==> config.mk <==
export PLATFORM = sky130hd
export DESIGN_NAME = iolc_top
export DESIGN_NICKNAME = d
export VERILOG_FILES = /design/src/inc/iolc_pkg.sv /design/src/logic/iolc_top.sv
export SDC_FILE = /design/constraint.sdc
export NUM_CORES = 1
export LEC_CHECK = 0
export BUFFER_PORTS_ARGS = -buffer_cell sky130_fd_sc_hd__clkbuf_2
export CAP_MARGIN = 30
export CELL_PAD_IN_SITES_DETAIL_PLACEMENT = 0
export CELL_PAD_IN_SITES_GLOBAL_PLACEMENT = 1
export CORE_ASPECT_RATIO = 0.6
export CORE_MARGIN = 8
export CORE_UTILIZATION = 49
export CTS_CLUSTER_DIAMETER = 80
export CTS_CLUSTER_SIZE = 12
export DETAILED_ROUTE_END_ITERATION = 8
export PLACE_DENSITY_LB_ADDON = 0.1
export SLEW_MARGIN = 0
export SYNTH_ARGS = -nofsm -noshare
export SYNTH_HDL_FRONTEND = slang
export SYNTH_SLANG_ARGS = --single-unit
==> constraint.sdc <==
create_clock -name ref_clk_i -period 6.06 [get_ports ref_clk_i]
set_clock_uncertainty 0.05 [all_clocks]
set_input_delay 0.909 -clock ref_clk_i [delete_from_list [all_inputs] [get_ports ref_clk_i]]
set_output_delay 0.909 -clock ref_clk_i [all_outputs]
set_load 0.05 [all_outputs]
==> src/inc/iolc_pkg.sv <==
// Constants for the I/O line configuration, blink and PWM block
package iolc_pkg;

  // ----------------------------------------------------------------
  // Timing
  // ----------------------------------------------------------------
  localparam int unsigned CLK_PERIOD_NS = 10;
  localparam int unsigned BLINK_STEP_MS = 10;
  localparam int unsigned PWM_STEP_MS   = 100;
  localparam int unsigned BLINK_STEP_CYC =
    (BLINK_STEP_MS * 1000000) / CLK_PERIOD_NS;
  localparam int unsigned PWM_PER_BLINK = PWM_STEP_MS / BLINK_STEP_MS;

  // ----------------------------------------------------------------
  // Register byte offsets
  // ----------------------------------------------------------------
  localparam int unsigned ADDR_W = 8;
  localparam logic [7:0] OFS_SLP_FN  = 8'h00;
  localparam logic [7:0] OFS_LT      = 8'h04;
  localparam logic [7:0] OFS_PR      = 8'h08;
  localparam logic [7:0] OFS_PD      = 8'h0C;
  localparam logic [7:0] OFS_RP      = 8'h10;
  localparam logic [7:0] OFS_VIN     = 8'h14;
  localparam logic [7:0] OFS_THR     = 8'h18;
  localparam logic [7:0] OFS_FW      = 8'h1C;
  localparam logic [7:0] OFS_HW      = 8'h20;
  localparam logic [7:0] OFS_LED_FN  = 8'h24;
  localparam logic [7:0] OFS_ISTS    = 8'h28;
  localparam logic [7:0] OFS_IMSK    = 8'h2C;
  localparam logic [7:0] OFS_LINE    = 8'h30;

  // ----------------------------------------------------------------
  // Reset values
  // ----------------------------------------------------------------
  localparam logic [7:0]  SLP_FN_RST = 8'h01;
  localparam logic [7:0]  LED_FN_RST = 8'h01;
  localparam logic [7:0]  LT_RST     = 8'h00;
  localparam logic [14:0] PR_RST     = 15'h1FFF;
  localparam logic [14:0] PD_RST     = 15'h1FBF;
  localparam logic [7:0]  RP_RST     = 8'h28;
  localparam logic [15:0] THR_RST    = 16'h0000;

  // ----------------------------------------------------------------
  // Line function codes and special values
  // ----------------------------------------------------------------
  localparam logic [7:0] FN_OFF  = 8'h00;
  localparam logic [7:0] FN_ALT  = 8'h01;
  localparam logic [7:0] FN_DIN  = 8'h03;
  localparam logic [7:0] FN_LOW  = 8'h04;
  localparam logic [7:0] FN_HIGH = 8'h05;
  localparam logic [7:0] RP_ALWAYS = 8'hFF;
  localparam logic [7:0] BLINK_DEF = 8'h19;
  localparam int unsigned MASK_VIN_BIT = 7;

  // ----------------------------------------------------------------
  // Interrupt bits and bus responses
  // ----------------------------------------------------------------
  localparam int unsigned IRQ_W       = 3;
  localparam int unsigned IRQ_PKT     = 0;
  localparam int unsigned IRQ_PWM_END = 1;
  localparam int unsigned IRQ_LOW_VIN = 2;
  localparam logic [1:0] RESP_OKAY   = 2'h0;
  localparam logic [1:0] RESP_SLVERR = 2'h2;

endpackage : iolc_pkg

==> src/logic/iolc_top.sv <==
// I/O line configuration, join LED blink, signal-strength PWM and supply
//
// Our own choices: register access over AXI4-Lite and the placing of the registers.
`timescale 1ns/1ps

module iolc_top #(
  parameter int unsigned TICK_CYC   = iolc_pkg::BLINK_STEP_CYC,
  parameter int unsigned PWM_DIV    = iolc_pkg::PWM_PER_BLINK,
  parameter logic [15:0] FW_VERSION = 16'h1000,  // Arbitrary value
  parameter logic [15:0] HW_VERSION = 16'h5A01   // Arbitrary value
) (
  input  wire logic                        ref_clk_i,
  input  wire logic                        rst_n_i,
  input  wire logic [iolc_pkg::ADDR_W-1:0] s_axi_awaddr,
  input  wire logic                        s_axi_awvalid,
  output logic                             s_axi_awready,
  input  wire logic [31:0]                 s_axi_wdata,
  input  wire logic [3:0]                  s_axi_wstrb,
  input  wire logic                        s_axi_wvalid,
  output logic                             s_axi_wready,
  output logic [1:0]                       s_axi_bresp,
  output logic                             s_axi_bvalid,
  input  wire logic                        s_axi_bready,
  input  wire logic [iolc_pkg::ADDR_W-1:0] s_axi_araddr,
  input  wire logic                        s_axi_arvalid,
  output logic                             s_axi_arready,
  output logic [31:0]                      s_axi_rdata,
  output logic [1:0]                       s_axi_rresp,
  output logic                             s_axi_rvalid,
  input  wire logic                        s_axi_rready,
  input  wire logic                        joined_i,
  input  wire logic                        sleep_state_i,
  input  wire logic                        gpio_line_nine_i,
  output logic                             gpio_line_nine_o,
  output logic                             gpio_line_nine_oe_o,
  output logic                             gpio_line_five_o,
  output logic                             gpio_line_five_oe_o,
  input  wire logic                        pkt_rx_i,
  input  wire logic [7:0]                  received_signal_strength_i,
  output logic                             strength_pwm_o,
  output logic [14:0]                      pull_en_o,
  output logic [14:0]                      pull_up_o,
  output logic [14:0]                      pull_dn_o,
  input  wire logic [15:0]                 supply_mv_i,
  input  wire logic                        smp_req_i,
  input  wire logic [7:0]                  adc_mask_i,
  output logic                             smp_valid_o,
  output logic                             smp_supply_o,
  output logic [7:0]                       adc_mask_o,
  output logic                             irq_o
);
  import iolc_pkg::*;

  // ----------------------------------------------------------------
  // State
  // ----------------------------------------------------------------
  typedef struct packed {
    logic [1:0]       join_s;
    logic [1:0]       slp_s;
    logic [1:0]       din_s;
    logic [31:0]      div;
    logic [3:0]       sub;
    logic             t10;
    logic             t100;
    logic [7:0]       slp_fn;
    logic [7:0]       led_fn;
    logic [7:0]       lt;
    logic [7:0]       rp;
    logic [14:0]      pr;
    logic [14:0]      pd;
    logic [15:0]      thr;
    logic [IRQ_W-1:0] ists;
    logic [IRQ_W-1:0] imsk;
    logic [7:0]       bcnt;
    logic             led;
    logic [7:0]       duty;
    logic [7:0]       pcnt;
    logic [7:0]       ptmr;
    logic             pact;
    logic             pwm;
    logic             g9;
    logic             g9oe;
    logic             g5;
    logic             g5oe;
    logic [14:0]      pu;
    logic [14:0]      pdn;
    logic             app;
    logic             smp;
    logic [7:0]       amask;
    logic             irq;
    logic             awg;
    logic             wg;
    logic [7:0]       awa;
    logic [31:0]      wd;
    logic [3:0]       ws;
    logic             awr;
    logic             wr;
    logic             bv;
    logic [1:0]       br;
    logic             arr;
    logic             rv;
    logic [31:0]      rd;
    logic [1:0]       rr;
  } iolc_state_s;

  localparam iolc_state_s ST_RST = '{
    slp_fn: SLP_FN_RST, led_fn: LED_FN_RST, lt: LT_RST, rp: RP_RST,
    pr: PR_RST, pd: PD_RST, thr: THR_RST,
    pu: PR_RST & PD_RST, pdn: PR_RST & ~PD_RST,
    awr: 1'b1, wr: 1'b1, arr: 1'b1, default: '0};

  iolc_state_s q;
  iolc_state_s n;
  logic        wr_do;
  logic        rd_do;

  assign wr_do = q.awg && q.wg && !q.bv;
  assign rd_do = s_axi_arvalid && q.arr;

  // ----------------------------------------------------------------
  // Helpers
  // ----------------------------------------------------------------
  function automatic logic [31:0] iolc_merge(input logic [31:0] o,
                                             input logic [31:0] d,
                                             input logic [3:0]  s);
    logic [31:0] r;
    r = o;
    for (int i = 0; i < 4; i++) begin
      if (s[i]) begin
        r[i*8 +: 8] = d[i*8 +: 8];
      end
    end
    return r;
  endfunction : iolc_merge

  // Bit 32 flags a mapped address
  function automatic logic [32:0] iolc_rdval(input iolc_state_s s,
                                             input logic [7:0]  a,
                                             input logic [15:0] vin);
    logic [32:0] r;
    r = {1'b1, 32'h0};
    unique case ({a[7:2], 2'b00})
      OFS_SLP_FN: r[7:0]  = s.slp_fn;
      OFS_LT:     r[7:0]  = s.lt;
      OFS_PR:     r[14:0] = s.pr;
      OFS_PD:     r[14:0] = s.pd;
      OFS_RP:     r[7:0]  = s.rp;
      OFS_VIN:    r[15:0] = vin;
      OFS_THR:    r[15:0] = s.thr;
      OFS_FW:     r[15:0] = FW_VERSION;
      OFS_HW:     r[15:0] = HW_VERSION;
      OFS_LED_FN: r[7:0]  = s.led_fn;
      OFS_ISTS:   r[IRQ_W-1:0] = s.ists;
      OFS_IMSK:   r[IRQ_W-1:0] = s.imsk;
      OFS_LINE:   r[3:0]  = {s.din_s[1], s.pact, s.led, s.join_s[1]};
      default:    r = 33'h0;
    endcase
    return r;
  endfunction : iolc_rdval

  // ----------------------------------------------------------------
  // Next state
  // ----------------------------------------------------------------
  always_comb begin
    logic [32:0]      rdv;
    logic [31:0]      wm;
    logic [IRQ_W-1:0] ev;
    logic [IRQ_W-1:0] clr;
    logic             blink_en;
    logic [7:0]       eff;
    rdv      = 33'h0;
    wm       = 32'h0;
    ev       = '0;
    clr      = '0;
    blink_en = 1'b0;
    eff      = 8'h0;
    n        = q;

    // Pin synchronisers
    n.join_s = {q.join_s[0], joined_i};
    n.slp_s  = {q.slp_s[0], sleep_state_i};
    n.din_s  = {q.din_s[0], gpio_line_nine_i};

    // 10 ms and 100 ms enables
    n.t10  = 1'b0;
    n.t100 = 1'b0;
    if (q.div == TICK_CYC - 1) begin
      n.div = 32'h0;
      n.t10 = 1'b1;
      if (q.sub == 4'(PWM_DIV - 1)) begin
        n.sub  = 4'h0;
        n.t100 = 1'b1;
      end else begin
        n.sub = q.sub + 4'h1;
      end
    end else begin
      n.div = q.div + 32'h1;
    end

    // Register bus: write side
    if (s_axi_awvalid && q.awr) begin
      n.awg = 1'b1;
      n.awa = s_axi_awaddr;
    end
    if (s_axi_wvalid && q.wr) begin
      n.wg = 1'b1;
      n.wd = s_axi_wdata;
      n.ws = s_axi_wstrb;
    end
    if (wr_do) begin
      rdv   = iolc_rdval(q, q.awa, supply_mv_i);
      wm    = iolc_merge(rdv[31:0], q.wd, q.ws);
      n.awg = 1'b0;
      n.wg  = 1'b0;
      n.bv  = 1'b1;
      n.br  = rdv[32] ? RESP_OKAY : RESP_SLVERR;
      unique case ({q.awa[7:2], 2'b00})
        OFS_SLP_FN: n.slp_fn = wm[7:0];
        OFS_LT:     n.lt     = wm[7:0];
        OFS_PR:     n.pr     = wm[14:0];
        OFS_PD:     n.pd     = wm[14:0];
        OFS_RP:     n.rp     = wm[7:0];
        OFS_THR:    n.thr    = wm[15:0];
        OFS_LED_FN: n.led_fn = wm[7:0];
        OFS_ISTS:   clr      = q.ws[0] ? q.wd[IRQ_W-1:0] : '0;
        OFS_IMSK:   n.imsk   = wm[IRQ_W-1:0];
        default:    n.br     = n.br;
      endcase
    end
    if (q.bv && s_axi_bready) begin
      n.bv = 1'b0;
    end
    n.awr = !n.awg && !n.bv;
    n.wr  = !n.wg && !n.bv;

    // Register bus: read side
    if (rd_do) begin
      rdv   = iolc_rdval(q, s_axi_araddr, supply_mv_i);
      n.arr = 1'b0;
      n.rv  = 1'b1;
      n.rd  = rdv[31:0];
      n.rr  = rdv[32] ? RESP_OKAY : RESP_SLVERR;
    end
    if (q.rv && s_axi_rready) begin
      n.rv  = 1'b0;
      n.arr = 1'b1;
    end

    n.pu  = q.pr & q.pd;
    n.pdn = q.pr & ~q.pd;

    n.g9   = 1'b0;
    n.g9oe = 1'b1;
    unique case (q.slp_fn)
      FN_ALT:  n.g9 = q.slp_s[1];
      FN_LOW:  n.g9 = 1'b0;
      FN_HIGH: n.g9 = 1'b1;
      default: n.g9oe = 1'b0;
    endcase

    blink_en = (q.led_fn == FN_ALT) && q.join_s[1];
    eff      = (q.lt == 8'h00) ? BLINK_DEF : q.lt;
    if (!blink_en) begin
      n.bcnt = 8'h0;
      n.led  = 1'b0;
    end else if (q.t10) begin
      if (q.bcnt >= eff - 8'h01) begin
        n.bcnt = 8'h0;
        n.led  = !q.led;
      end else begin
        n.bcnt = q.bcnt + 8'h01;
      end
    end
    n.g5   = 1'b0;
    n.g5oe = 1'b1;
    unique case (q.led_fn)
      FN_ALT:  n.g5 = q.led;
      FN_LOW:  n.g5 = 1'b0;
      FN_HIGH: n.g5 = 1'b1;
      default: n.g5oe = 1'b0;
    endcase

    if (pkt_rx_i) begin
      ev[IRQ_PKT] = 1'b1;
      n.duty      = received_signal_strength_i;
      n.ptmr      = q.rp;
      n.pact      = (q.rp != 8'h00);
    end else if (q.pact && q.t100 && q.rp != RP_ALWAYS) begin
      if (q.ptmr <= 8'h01) begin
        n.pact          = 1'b0;
        ev[IRQ_PWM_END] = 1'b1;
      end
      if (q.ptmr != 8'h00) begin
        n.ptmr = q.ptmr - 8'h01;
      end
    end
    n.pcnt = q.pcnt + 8'h01;
    n.pwm  = q.pact && (q.pcnt < q.duty);

    n.smp   = smp_req_i;
    n.app   = 1'b0;
    n.amask = adc_mask_i;
    if (smp_req_i && q.thr != 16'h0 && supply_mv_i <= q.thr) begin
      n.app                 = 1'b1;
      n.amask[MASK_VIN_BIT] = 1'b1;
      ev[IRQ_LOW_VIN]       = 1'b1;
    end

    // Sticky status, set beats clear
    n.ists = (q.ists & ~clr) | ev;
    n.irq  = |(n.ists & n.imsk);
  end

  always_ff @(posedge ref_clk_i or negedge rst_n_i) begin
    if (!rst_n_i) begin
      q <= ST_RST;
    end else begin
      q <= n;
    end
  end

  // ----------------------------------------------------------------
  // Outputs
  // ----------------------------------------------------------------
  assign s_axi_awready       = q.awr;
  assign s_axi_wready        = q.wr;
  assign s_axi_bvalid        = q.bv;
  assign s_axi_bresp         = q.br;
  assign s_axi_arready       = q.arr;
  assign s_axi_rvalid        = q.rv;
  assign s_axi_rdata         = q.rd;
  assign s_axi_rresp         = q.rr;
  assign gpio_line_nine_o    = q.g9;
  assign gpio_line_nine_oe_o = q.g9oe;
  assign gpio_line_five_o    = q.g5;
  assign gpio_line_five_oe_o = q.g5oe;
  assign strength_pwm_o      = q.pwm;
  assign pull_en_o           = q.pr;
  assign pull_up_o           = q.pu;
  assign pull_dn_o           = q.pdn;
  assign smp_valid_o         = q.smp;
  assign smp_supply_o        = q.app;
  assign adc_mask_o          = q.amask;
  assign irq_o               = q.irq;
endmodule : iolc_top

==> summary.md, run 1 <==
| Metric | Value |
|---|---|
| Most frequent cells in the layout | 212 x dfrtp_1, 156 x clkbuf_2, 101 x nand2_1, 84 x mux2_2, 52 x nor2_1 |
| Switching share of power | 40.9% |
| Post-Route WL | 36900 um |
| Sequential standard cell area | 6490 um2 |
| Total GRT Usage | 22.3% |
| Fin. max-slew vios | 0 |
| Worst setup margin | 2.50 ns |
| Starting density of the core | 49.9% |
| Vias in the first global route | 9406 |
| Pwr dens | 427 nW/um2 |
| Final layout net count | 1446 |
| Total Die Area | 32600 um2 |
| Die Y-Extent | 143 um |
| Combinational share of power | 31.9% |
| EDFF count, synth | 0 |
| Critical Path Sink Type | flip-flop |
| Min-delay worst type | flip-flop to flip-flop |
| Netlist cell types | 78 |
| Cell taking the most area after synthesis | dfrtp_1 |
| Post_cts resized | 0 |
| Initial DRC Count | 987 |
| Max cap viols | 0 |
| Post-Place Worst Slack | 2.67 ns |
| Antenna violations before repair | 0 |
| Syn_area_per_cell | 10.7 um2 |
| Layout cells sized above 1 | 26.9% |
| Yosys top cell area share | 40.2% |
| CP Launch Point | q[81] |
| CP Cell Sequence | or4_1, nor2_2, a221oi_1, a41oi_2, mux2_2, a221o_1 |
| Hold path cells | 0 |
| Std cell rows | 46 |
| Top Ports | 198 |
| Critical Path AT | 3.98 ns |
| Main flop type after synthesis | dfrtp_1 |
| Ys async rst share | 100% |
| R2r startpoint | q[81] |
| Pin count of the biggest net entering global routing | 148 |
| Clk buf depth | 3 |
| Routed length per instance | 21.8 um |
| Footprint of the multi-input gates | 5740 um2 |
| TritonRoute pass-1 iters | 5 |
| Worst-path fanout max | 15 |
| Cell-internal power | 3.67 mW |
| R2R cell count | 6 |
| Commonest non-fill, non-tap cell in the layout | dfrtp_1 |
| Post-CTS Setup Bufs | 0 |
| Static Leak | 6.74 nW |
| Root Buffer | clkbuf_16 |
| Flop pwr share | 45.1% |
| Element type at the critical path start | flip-flop |
| Final min period | 3.56 ns |
| WP depth | 6 |
| Placed Cells | 1644 |
| # fillers | 2389 |
| Status | finished, final reports clean |
| RePlAce Congestion | 0.946 |
| CP required | 6.48 ns |
| Area contributors post-synth | dfrtp_1 40%, dfstp_2 9.0%, mux2_2 7.2% |
| CP Class | flip-flop to flip-flop |
| Worst path max stage delay | 0.83 ns |
| DR vias | 9591 |
| Clk_lat worst skew | 0.54 ns |
| Remaining Overflow, GRT | 0 |
| Non-filler cells, final | 1694 |
| Drt via density | 5.66 |
| Clock slew seen by the registers of the worst setup and hold paths | 0.06 ns |
| Core Box Area | 26400 um2 |
| CTS H-Tree Depth | 1 |
| I/O Buffers | 157 |
| Hold Crit Endpoint | q[290] |
| Clock share of power | 23.1% |
| RSZ-0062 raised after global routing | false |
| First-pass GRT wire length | 57000 um |
| Slowest cell on the critical path | nor2_2 |
| Layout Area Growth over Synthesis | 10.3% |
| Critical R2R Capture | irq_o |
| P_sw | 2.54 mW |
| VDD IR max | 296 uV |
| CP Buf/Inv Count | 0 |
| Total Neg Setup Slack | 0 ns |
| Total CTS buffers | 25 |
| Detail Route Antenna Nets | 0 |
| Post-DP HPWL | 27100 um |
| Max Freq | 0.281 GHz |
| Crit-path leading delay family | simple AND/OR/NAND/NOR gates |
| Post-synthesis sequential area ratio | 49.2% |
| Width of the die | 228 um |
| Cell Area, Synth | 13200 um2 |
| Yosys Warn Count | 0 |
| # hold bufs at CTS | 0 |
| R2r setup slk | 2.50 ns |
| CTS tree | yes |
| Tightest Pin Transition | 1.04 ns |
| Synthesized instance count | 1235 |
| # DRC | 0 |
| Fin. Hold Viols | 0 |
| Worst hold start | n[290] |
| Relative slew slack | 30.0% |
| Final Setup Violations | 0 |
| Fin crit share | 58.8% |
| TritonCTS Sinks | 257 |
| Register bit total from synthesis | 257 |
-- state kept, by name, indices dropped and copies added, names as in the netlist, 3 cells and up --
name,count
s_axi_rdata,16
q,170
n,3
pull_en_o,15
adc_mask_o,8
pull_up_o,15
pull_dn_o,15
-- per-layer routing --
| metal | GRT usage [%] | part of all wire [%] | wire [um] | vias to the layer above |
|---|---|---|---|---|
| met5 | 0 | 0 | 0 | - |
| met4 | 3.52 | 1.5 | 546 | 0 |
| met3 | 8.68 | 11 | 4040 | 42 |
| met2 | 28.1 | 37 | 13700 | 418 |
| met1 | 34.9 | 50 | 18600 | 4655 |
| li1 | - | - | - | 4476 |
-- synth_stat cells, types with 15 or more instances --
master / n
ha_1: 36
buf_4: 92
a21o_1: 19
xor2_1: 18
xnor2_1: 29
mux2_2: 84
inv_1: 46
and3_1: 26
nor2_1: 52
a21oi_1: 44
nor3_1: 19
nor2b_1: 25
o21ai_0: 43
a22oi_1: 38
a22o_1: 16
nand3_1: 33
nand2_1: 101
clkbuf_1: 36
nor4_1: 17
dfrtp_1: 212
nand4_1: 15
and2_1: 22
dfstp_2: 45
-- layout make-up --
cell class | count | area share, %
clock inverter | 2 | 0.120
antenna | 1 | 0.0172
sequential | 257 | 44.6
inverter | 46 | 1.19
tap | 360 | 3.10
timing repair buffer | 173 | 6.74
clock buffer | 44 | 4.79
multi-input combinational | 811 | 39.4
-- stage by stage --
| stage | util, % | cell area, um2 | total power, mW | hold WS, ns |
|---|---|---|---|---|
| final | 55.1 | 14500 | 6.22 | 0.301 |
| after global routing | 55.1 | 14500 | 6.55 | 0.318 |
| after CTS | 54.9 | 14500 | 6.21 | 0.302 |
| after detailed placement | 52.2 | 13800 | 4.76 | 0.288 |
| after global placement | 51.9 | 13700 | 4.72 | 0.287 |
| after floorplan | - | 13200 | 4.22 | 0.281 |
-- how the worst max path moves through the flow --
stage                          end
global route                 irq_o
finish                       irq_o
global placement    s_axi_rdata[4]
detailed placement           irq_o
floorplan                   q[165]
CTS                          irq_o
-- power by group through the flow --
stage	registers (mW)	logic (mW)	clock network, mW
after global routing	2.86	2.15	1.55
final	2.80	1.98	1.43
after global placement	2.80	1.92	0
after detailed placement	2.81	1.95	0
after floorplan	2.56	1.65	0
after CTS	2.78	1.97	1.47
-- cells by family after synthesis --
family / synth area share (%)
flops: 49.2
other cells: 0.0284
compound gates: 12.9
xor+xnor: 3.12
buf+inv: 8.08
simple gates: 15.0
fa+ha+maj: 3.42
mux: 8.20
(Power assumes the default switching activity.)
==> run 2, diff against run 1 <==
CORE_UTILIZATION = 45   (was 49)
clock period = 3.5 ns   (was 6.06 ns; I/O delays follow)
==> run 2 against run 1 <==
Net effect:
- sequential power grew 72%
- combinational power up 80%
- flip-flop and latch count did not move
- worst hold slack lost 0.26 ns
- sequential share of layout area decreased by 0.41 points
- global-route usage is 1.2 points lower
- core utilization fell by 4.0 points
- worst setup slack got worse by 2.0 ns
- die area grew 8.1%
- wire length grew 3.2%
- first-iteration DRC count increased by 9.9%
==> summary.md, run 2 (synthesized netlist as in run 1, its figures left out) <==
| Metric | Value |
|---|---|
| Fin. Hold Viols | 0 (unchanged) |
| WHS | 0.0399 ns (was 0.301 ns) |
| Commonest non-fill, non-tap cell in the layout | dfrtp_1 (unchanged) |
| Tightest Pin Transition | 0.942 ns (was 1.04 ns) |
| Clock slew seen by the registers of the worst setup and hold paths | 0.07 ns (was 0.06 ns) |
| Pin count of the biggest net entering global routing | 86 (was 148) |
| Max FFs per register | 170 (unchanged) |
| Min-delay worst type | primary input to flip-flop (was flip-flop to flip-flop) |
| Pwr dens | 739 nW/um2 (was 427 nW/um2) |
| Remaining Overflow, GRT | 0 (unchanged) |
| Initial DRC Count | 1085 (was 987) |
| Worst-path fanout max | 16 (was 15) |
| CTS H-Tree Depth | 1 (unchanged) |
| Biggest register | q (unchanged) |
| Final min period | 3.05 ns (was 3.56 ns) |
| Max Freq | 0.328 GHz (was 0.281 GHz) |
| Final Setup Violations | 0 (unchanged) |
| Final Cell Area | 14700 um2 (was 14500 um2) |
| Clk_lat worst skew | 0.53 ns (was 0.54 ns) |
| Post_cts resized | 0 (unchanged) |
| Max cap viols | 0 (unchanged) |
| Area of placed instances | 14000 um2 (was 13800 um2) |
| Post-Route WL | 38100 um (was 36900 um) |
| Number of diodes | 0 (was 1) |
| VDD IR max | 558 uV (was 296 uV) |
| Die Y-Extent | 149 um (was 143 um) |
| Post-CTS Setup Bufs | 0 (unchanged) |
| CP Class | flip-flop to flip-flop (unchanged) |
| Final layout net count | 1471 (was 1446) |
| # DRC | 0 (unchanged) |
| Antenna violations before repair | 1 (was 0) |
| Routed length per instance | 22.0 um (was 21.8 um) |
| Post-DP HPWL | 28500 um (was 27100 um) |
| Total Neg Setup Slack | 0 ns (unchanged) |
| RePlAce Congestion | 0.947 (was 0.946) |
| Post-Place Worst Slack | 0.500 ns (was 2.67 ns) |
| Total GRT Usage | 21.0% (was 22.3%) |
| DR vias | 9819 (was 9591) |
| Final core utilization | 51.0% (was 55.1%) |
| Fin. max-slew vios | 0 (unchanged) |
| Total Die Area | 35200 um2 (was 32600 um2) |
| Vias in the first global route | 9335 (was 9406) |
| CP required | 3.91 ns (was 6.48 ns) |
| TritonRoute pass-1 iters | 5 (unchanged) |
| Worst setup margin | 0.447 ns (was 2.50 ns) |
| # fillers | 2679 (was 2389) |
| Layout cells sized above 1 | 28.2% (was 26.9%) |
| Critical Path Sink Type | flip-flop (unchanged) |
| Clk buf depth | 3 (unchanged) |
| Std cell rows | 48 (was 46) |
| Critical Path AT | 3.46 ns (was 3.98 ns) |
| RSZ-0062 raised after global routing | false (unchanged) |
| TritonCTS Sinks | 257 (unchanged) |
| Relative slew slack | 36.9% (was 30.0%) |
| Detail Route Antenna Nets | 0 (unchanged) |
| Width of the die | 237 um (was 228 um) |
| Static Leak | 6.83 nW (was 6.74 nW) |
| Core Box Area | 28800 um2 (was 26400 um2) |
| Status | finished, final reports clean (unchanged) |
| Root Buffer | clkbuf_16 (unchanged) |
| Element type at the critical path start | flip-flop (unchanged) |
| I/O Buffers | 157 (unchanged) |
| First-pass GRT wire length | 58100 um (was 57000 um) |
| Total CTS buffers | 25 (unchanged) |
| Drt via density | 5.67 (was 5.66) |
| CTS tree | yes (unchanged) |
| Most frequent cells in the layout | 212 x dfrtp_1, 156 x clkbuf_2, 101 x nand2_1, 84 x mux2_2, 52 x nor2_1 (unchanged) |
| Top Ports | 198 (unchanged) |
| Fin crit share | 87.2% (was 58.8%) |
| Layout Area Growth over Synthesis | 11.3% (was 10.3%) |
| Starting density of the core | 45.8% (was 49.9%) |
[run 2: worst paths after layout]
| check | cells after the start | endpoint | start | slack (ns) |
|---|---|---|---|---|
| max | 10 | q[166] | q[227] | 0.45 |
| min | 1 | adc_mask_o[0] | adc_mask_i[0] | 0.04 |
| max reg2reg | 10 | q[166] | q[227] | 0.45 |
| min reg2reg | 0 | q[290] | n[290] | 0.29 |
| max in group asynchronous | 3 | q[160] | rst_n_i | 1.85 |
| min in group asynchronous | 2 | q[281] | rst_n_i | 0.54 |
[run 2: worst max-delay path, cell delays in order (launching register included)]
cell and delay, ns:
dfrtp_1 0.46, or2_2 0.38, or3_1 0.39, xor2_1 0.17, ha_1 0.30, a21o_1 0.19
a21o_1 0.17, a21oi_1 0.16, o221a_2 0.42, a21oi_1 0.11, o21ai_0 0.18
[run 2: layout make-up]
| class | count | area (um2) | area share, % |
|---|---|---|---|
| flip-flops and latches | 257 | 6490 | 44.2 |
| multi-input cells | 811 | 5710 | 38.9 |
| repair buffers | 198 | 1130 | 7.70 |
| clock buffers | 44 | 697 | 4.75 |
| well taps | 375 | 469 | 3.20 |
| inverters | 46 | 173 | 1.18 |
| clock inverters | 1 | 8.76 | 0.0597 |
[run 2: per-layer routing]
metal	part of all wire, %	vias to the layer above	global-route usage [%]
li1	-	4531	-
met1	51	4848	33.9
met2	37	392	26.1
met3	11	48	7.11
met4	1.6	0	3.73
met5	0	-	0
[run 2: metrics by stage]
stage / cells / total power [mW]
after floorplan: 1252 / 7.30
after global placement: 1686 / 8.30
after detailed placement: 1686 / 8.34
after CTS: 1732 / 10.9
after global routing: 1732 / 11.4
final: 1732 / 10.8
[run 2: report_power, final]
part	internal (mW)	total, mW	switching [mW]
Sequential	3.81	4.81	1.00
Clock	1.34	2.48	1.14
Combinational	1.28	3.56	2.28
[run 2: timing repair]
action / CTS / global route
hold buffers: 1 / 0
endpoints found under the hold margin: 46 / 0
setup endpoints to repair: 0 / 0
==> run 3, diff against run 2 <==
BUFFER_PORTS_ARGS = not set   (was -buffer_cell sky130_fd_sc_hd__clkbuf_2)
CAP_MARGIN = not set   (was 30)
CORE_UTILIZATION = 50   (was 45)
DONT_BUFFER_PORTS = 1   (was not set)
==> run 3 against run 2 <==
Net effect:
- the flow now finishes with violations (negative hold slack)
- cell count fell by 9.9%
- worst hold slack got worse by 0.40 ns
- combinational power fell by 33%
- register-to-register slack improved by 0.05 ns
- first-iteration DRC count fell by 11%
- maximum frequency rose by 1.7%
- sequential power rose by 17%
- highest routed layer unchanged
==> summary.md, run 3 (synthesized netlist as in run 1, its figures left out) <==
| Metric | Value |
|---|---|
| Pwr dens | 757 nW/um2 (was 739 nW/um2) |
| Static Leak | 6.12 nW (was 6.83 nW) |
| Core Box Area | 26200 um2 (was 28800 um2) |
| Slowest cell on the critical path | dfrtp_1 (unchanged) |
| Worst-path fanout max | 16 (unchanged) |
| WHS | -0.357 ns (was 0.0399 ns) |
| Met1 Track Usage GR | 36.1% (was 33.9%) |
| Met2 usage | 27.1% (was 26.1%) |
| Clk_lat worst skew | 0.54 ns (was 0.53 ns) |
| Failing checks | negative hold slack |
| Vias in the first global route | 8673 (was 9335) |
| Element type at the critical path start | flip-flop (unchanged) |
| Critical Path AT | 3.41 ns (was 3.46 ns) |
| Initial DRC Count | 970 (was 1085) |
| Starting density of the core | 50.3% (was 45.8%) |
| Antenna violations before repair | 0 (was 1) |
| Clock slew seen by the registers of the worst setup and hold paths | 0.07 ns (about the same) |
| Most frequent cells in the layout | 212 x dfrtp_1, 101 x nand2_1, 84 x mux2_2, 52 x nor2_1, 46 x inv_1 (was 212 x dfrtp_1, 156 x clkbuf_2, 101 x nand2_1, 84 x mux2_2, 52 x nor2_1) |
| Max Freq | 0.333 GHz (was 0.328 GHz) |
| Die Y-Extent | 142 um (was 149 um) |
| Layer with the highest usage | met1 (unchanged) |
| CTS tree | yes (unchanged) |
| Routed length per instance | 23.5 um (was 22.0 um) |
| Total Neg Setup Slack | 0 ns (unchanged) |
| Post-DP HPWL | 26600 um (was 28500 um) |
| Final min period | 3.00 ns (was 3.05 ns) |
| Pin count of the biggest net entering global routing | 258 (was 86) |
| First-pass GRT wire length | 55300 um (was 58100 um) |
| Remaining Overflow, GRT | 0 (unchanged) |
| Final Setup Violations | 0 (unchanged) |
| Tightest Pin Transition | 1.13 ns (was 0.942 ns) |
| Commonest non-fill, non-tap cell in the layout | dfrtp_1 (unchanged) |
| # DRC | 0 (unchanged) |
| # fillers | 2333 (was 2679) |
| Total GRT Usage | 22.5% (was 21.0%) |
| Status | finished with violations (was finished, final reports clean) |
| DR vias | 9288 (was 9819) |
| CP required | 3.91 ns (about the same) |
| Final core utilization | 52.9% (was 51.0%) |
| Critical Path Sink Type | flip-flop (unchanged) |
| Worst path max stage delay | 0.46 ns (about the same) |
| Drt via density | 5.95 (was 5.67) |
| Min-delay worst type | primary input to asynchronous set/reset pin (was primary input to flip-flop) |
| TritonRoute pass-1 iters | 7 (was 5) |
| TritonCTS Sinks | 257 (unchanged) |
| Fin. max-slew vios | 0 (unchanged) |
| Root Buffer | clkbuf_16 (unchanged) |
| Std cell rows | 46 (was 48) |
| Clk buf depth | 3 (unchanged) |
| Top Ports | 198 (unchanged) |
| Biggest register | q (unchanged) |
| Width of the die | 226 um (was 237 um) |
| R2r setup slk | 0.50 ns (was 0.45 ns) |
| Post_cts resized | 0 (unchanged) |
| Layout cells sized above 1 | 17.8% (was 28.2%) |
| Total CTS buffers | 25 (unchanged) |
| Max FFs per register | 170 (unchanged) |
| RePlAce Congestion | 0.947 (unchanged) |
| Post-Route WL | 36700 um (was 38100 um) |
| Layout Area Growth over Synthesis | 5.09% (was 11.3%) |
| Total Die Area | 32000 um2 (was 35200 um2) |
| Detail Route Antenna Nets | 0 (unchanged) |
| RSZ-0062 raised after global routing | false (unchanged) |
| Fin. Hold Viols | 212 (was 0) |
| Fin crit share | 85.8% (was 87.2%) |
| CTS H-Tree Depth | 1 (unchanged) |
| # hold bufs at CTS | 11 (was 1) |
| Routing usage on met3 | 9.42% (was 7.11%) |
| CP Cell Sequence | or2_2, or3_1, xor2_1, ha_1, a21o_1, a21o_1, a21oi_1, o221a_2, a21oi_1, mux2i_1 (was or2_2, or3_1, xor2_1, ha_1, a21o_1, a21o_1, a21oi_1, o221a_2, a21oi_1, o21ai_0) |
| Relative slew slack | 23.5% (was 36.9%) |
| Max cap viols | 0 (unchanged) |
| Final layout net count | 1312 (was 1471) |
| VDD IR max | 547 uV (was 558 uV) |
| CP Class | flip-flop to flip-flop (unchanged) |
| I/O Buffers | 0 (was 157) |
run 3: power breakdown:
part / switching, mW / internal, mW / leakage (nW)
registers: 1.84 / 3.81 / 3.16
logic: 1.29 / 1.08 / 2.63
clock network: 1.13 / 1.34 / 0.335
run 3: through the flow:
stage	hold slack (ns)	worst slack [ns]	std cells	instance area [um2]	power (mW)
2_1_floorplan	0.179	0.572	1252	13200	7.30
3_3_place_gp	0.195	0.529	1502	13000	7.93
3_5_place_dp	0.188	0.519	1502	13000	7.97
4_1_cts	-0.386	0.500	1558	13900	10.5
5_1_grt	-0.375	0.269	1558	13900	11.0
6_report	-0.357	0.497	1560	13900	10.5
run 3: final cells by class:
type	instances	area [um2]	share of cell area [%]
Clock inverter	1	8.76	0.0632
Sequential cell	257	6490	46.8
Timing Repair Buffer	39	320	2.31
Antenna cell	2	5.00	0.0361
Multi-Input combinational cell	811	5710	41.2
Clock buffer	44	697	5.03
Inverter	46	173	1.25
Tap cell	360	450	3.25
run 3: final timing paths:
path,cells after the start,end,startpoint
worst max-delay path,10,q[161],q[228]
worst min-delay path,0,q[281],rst_n_i
worst min register to register,0,q[294],n[294]
min in group ref_clk_i,1,s_axi_arready,s_axi_arvalid
max in group asynchronous,0,q[260],rst_n_i
worst max register to register,10,q[161],q[228]
run 3: worst max-delay path: cells and delay by family (launching register included):
kind / cells / cell delay (ns)
compound gates: 5 / 1.06
xor+xnor: 1 / 0.17
fa+ha+maj: 1 / 0.30
flops: 1 / 0.46
mux: 1 / 0.16
simple gates: 2 / 0.73
run 3: repair_timing:
action / in CTS / in global routing
buffers inserted: 0 / 0
endpoints found under the hold margin: 268 / 257
setup endpoints to repair: 0 / 0
run 3: metal layers:
metal / part of all wire, % / wire length [um]
met2: 36 / 13400
met5: 0 / 0
met3: 13 / 4650
met1: 50 / 18200
met4: 1.3 / 471
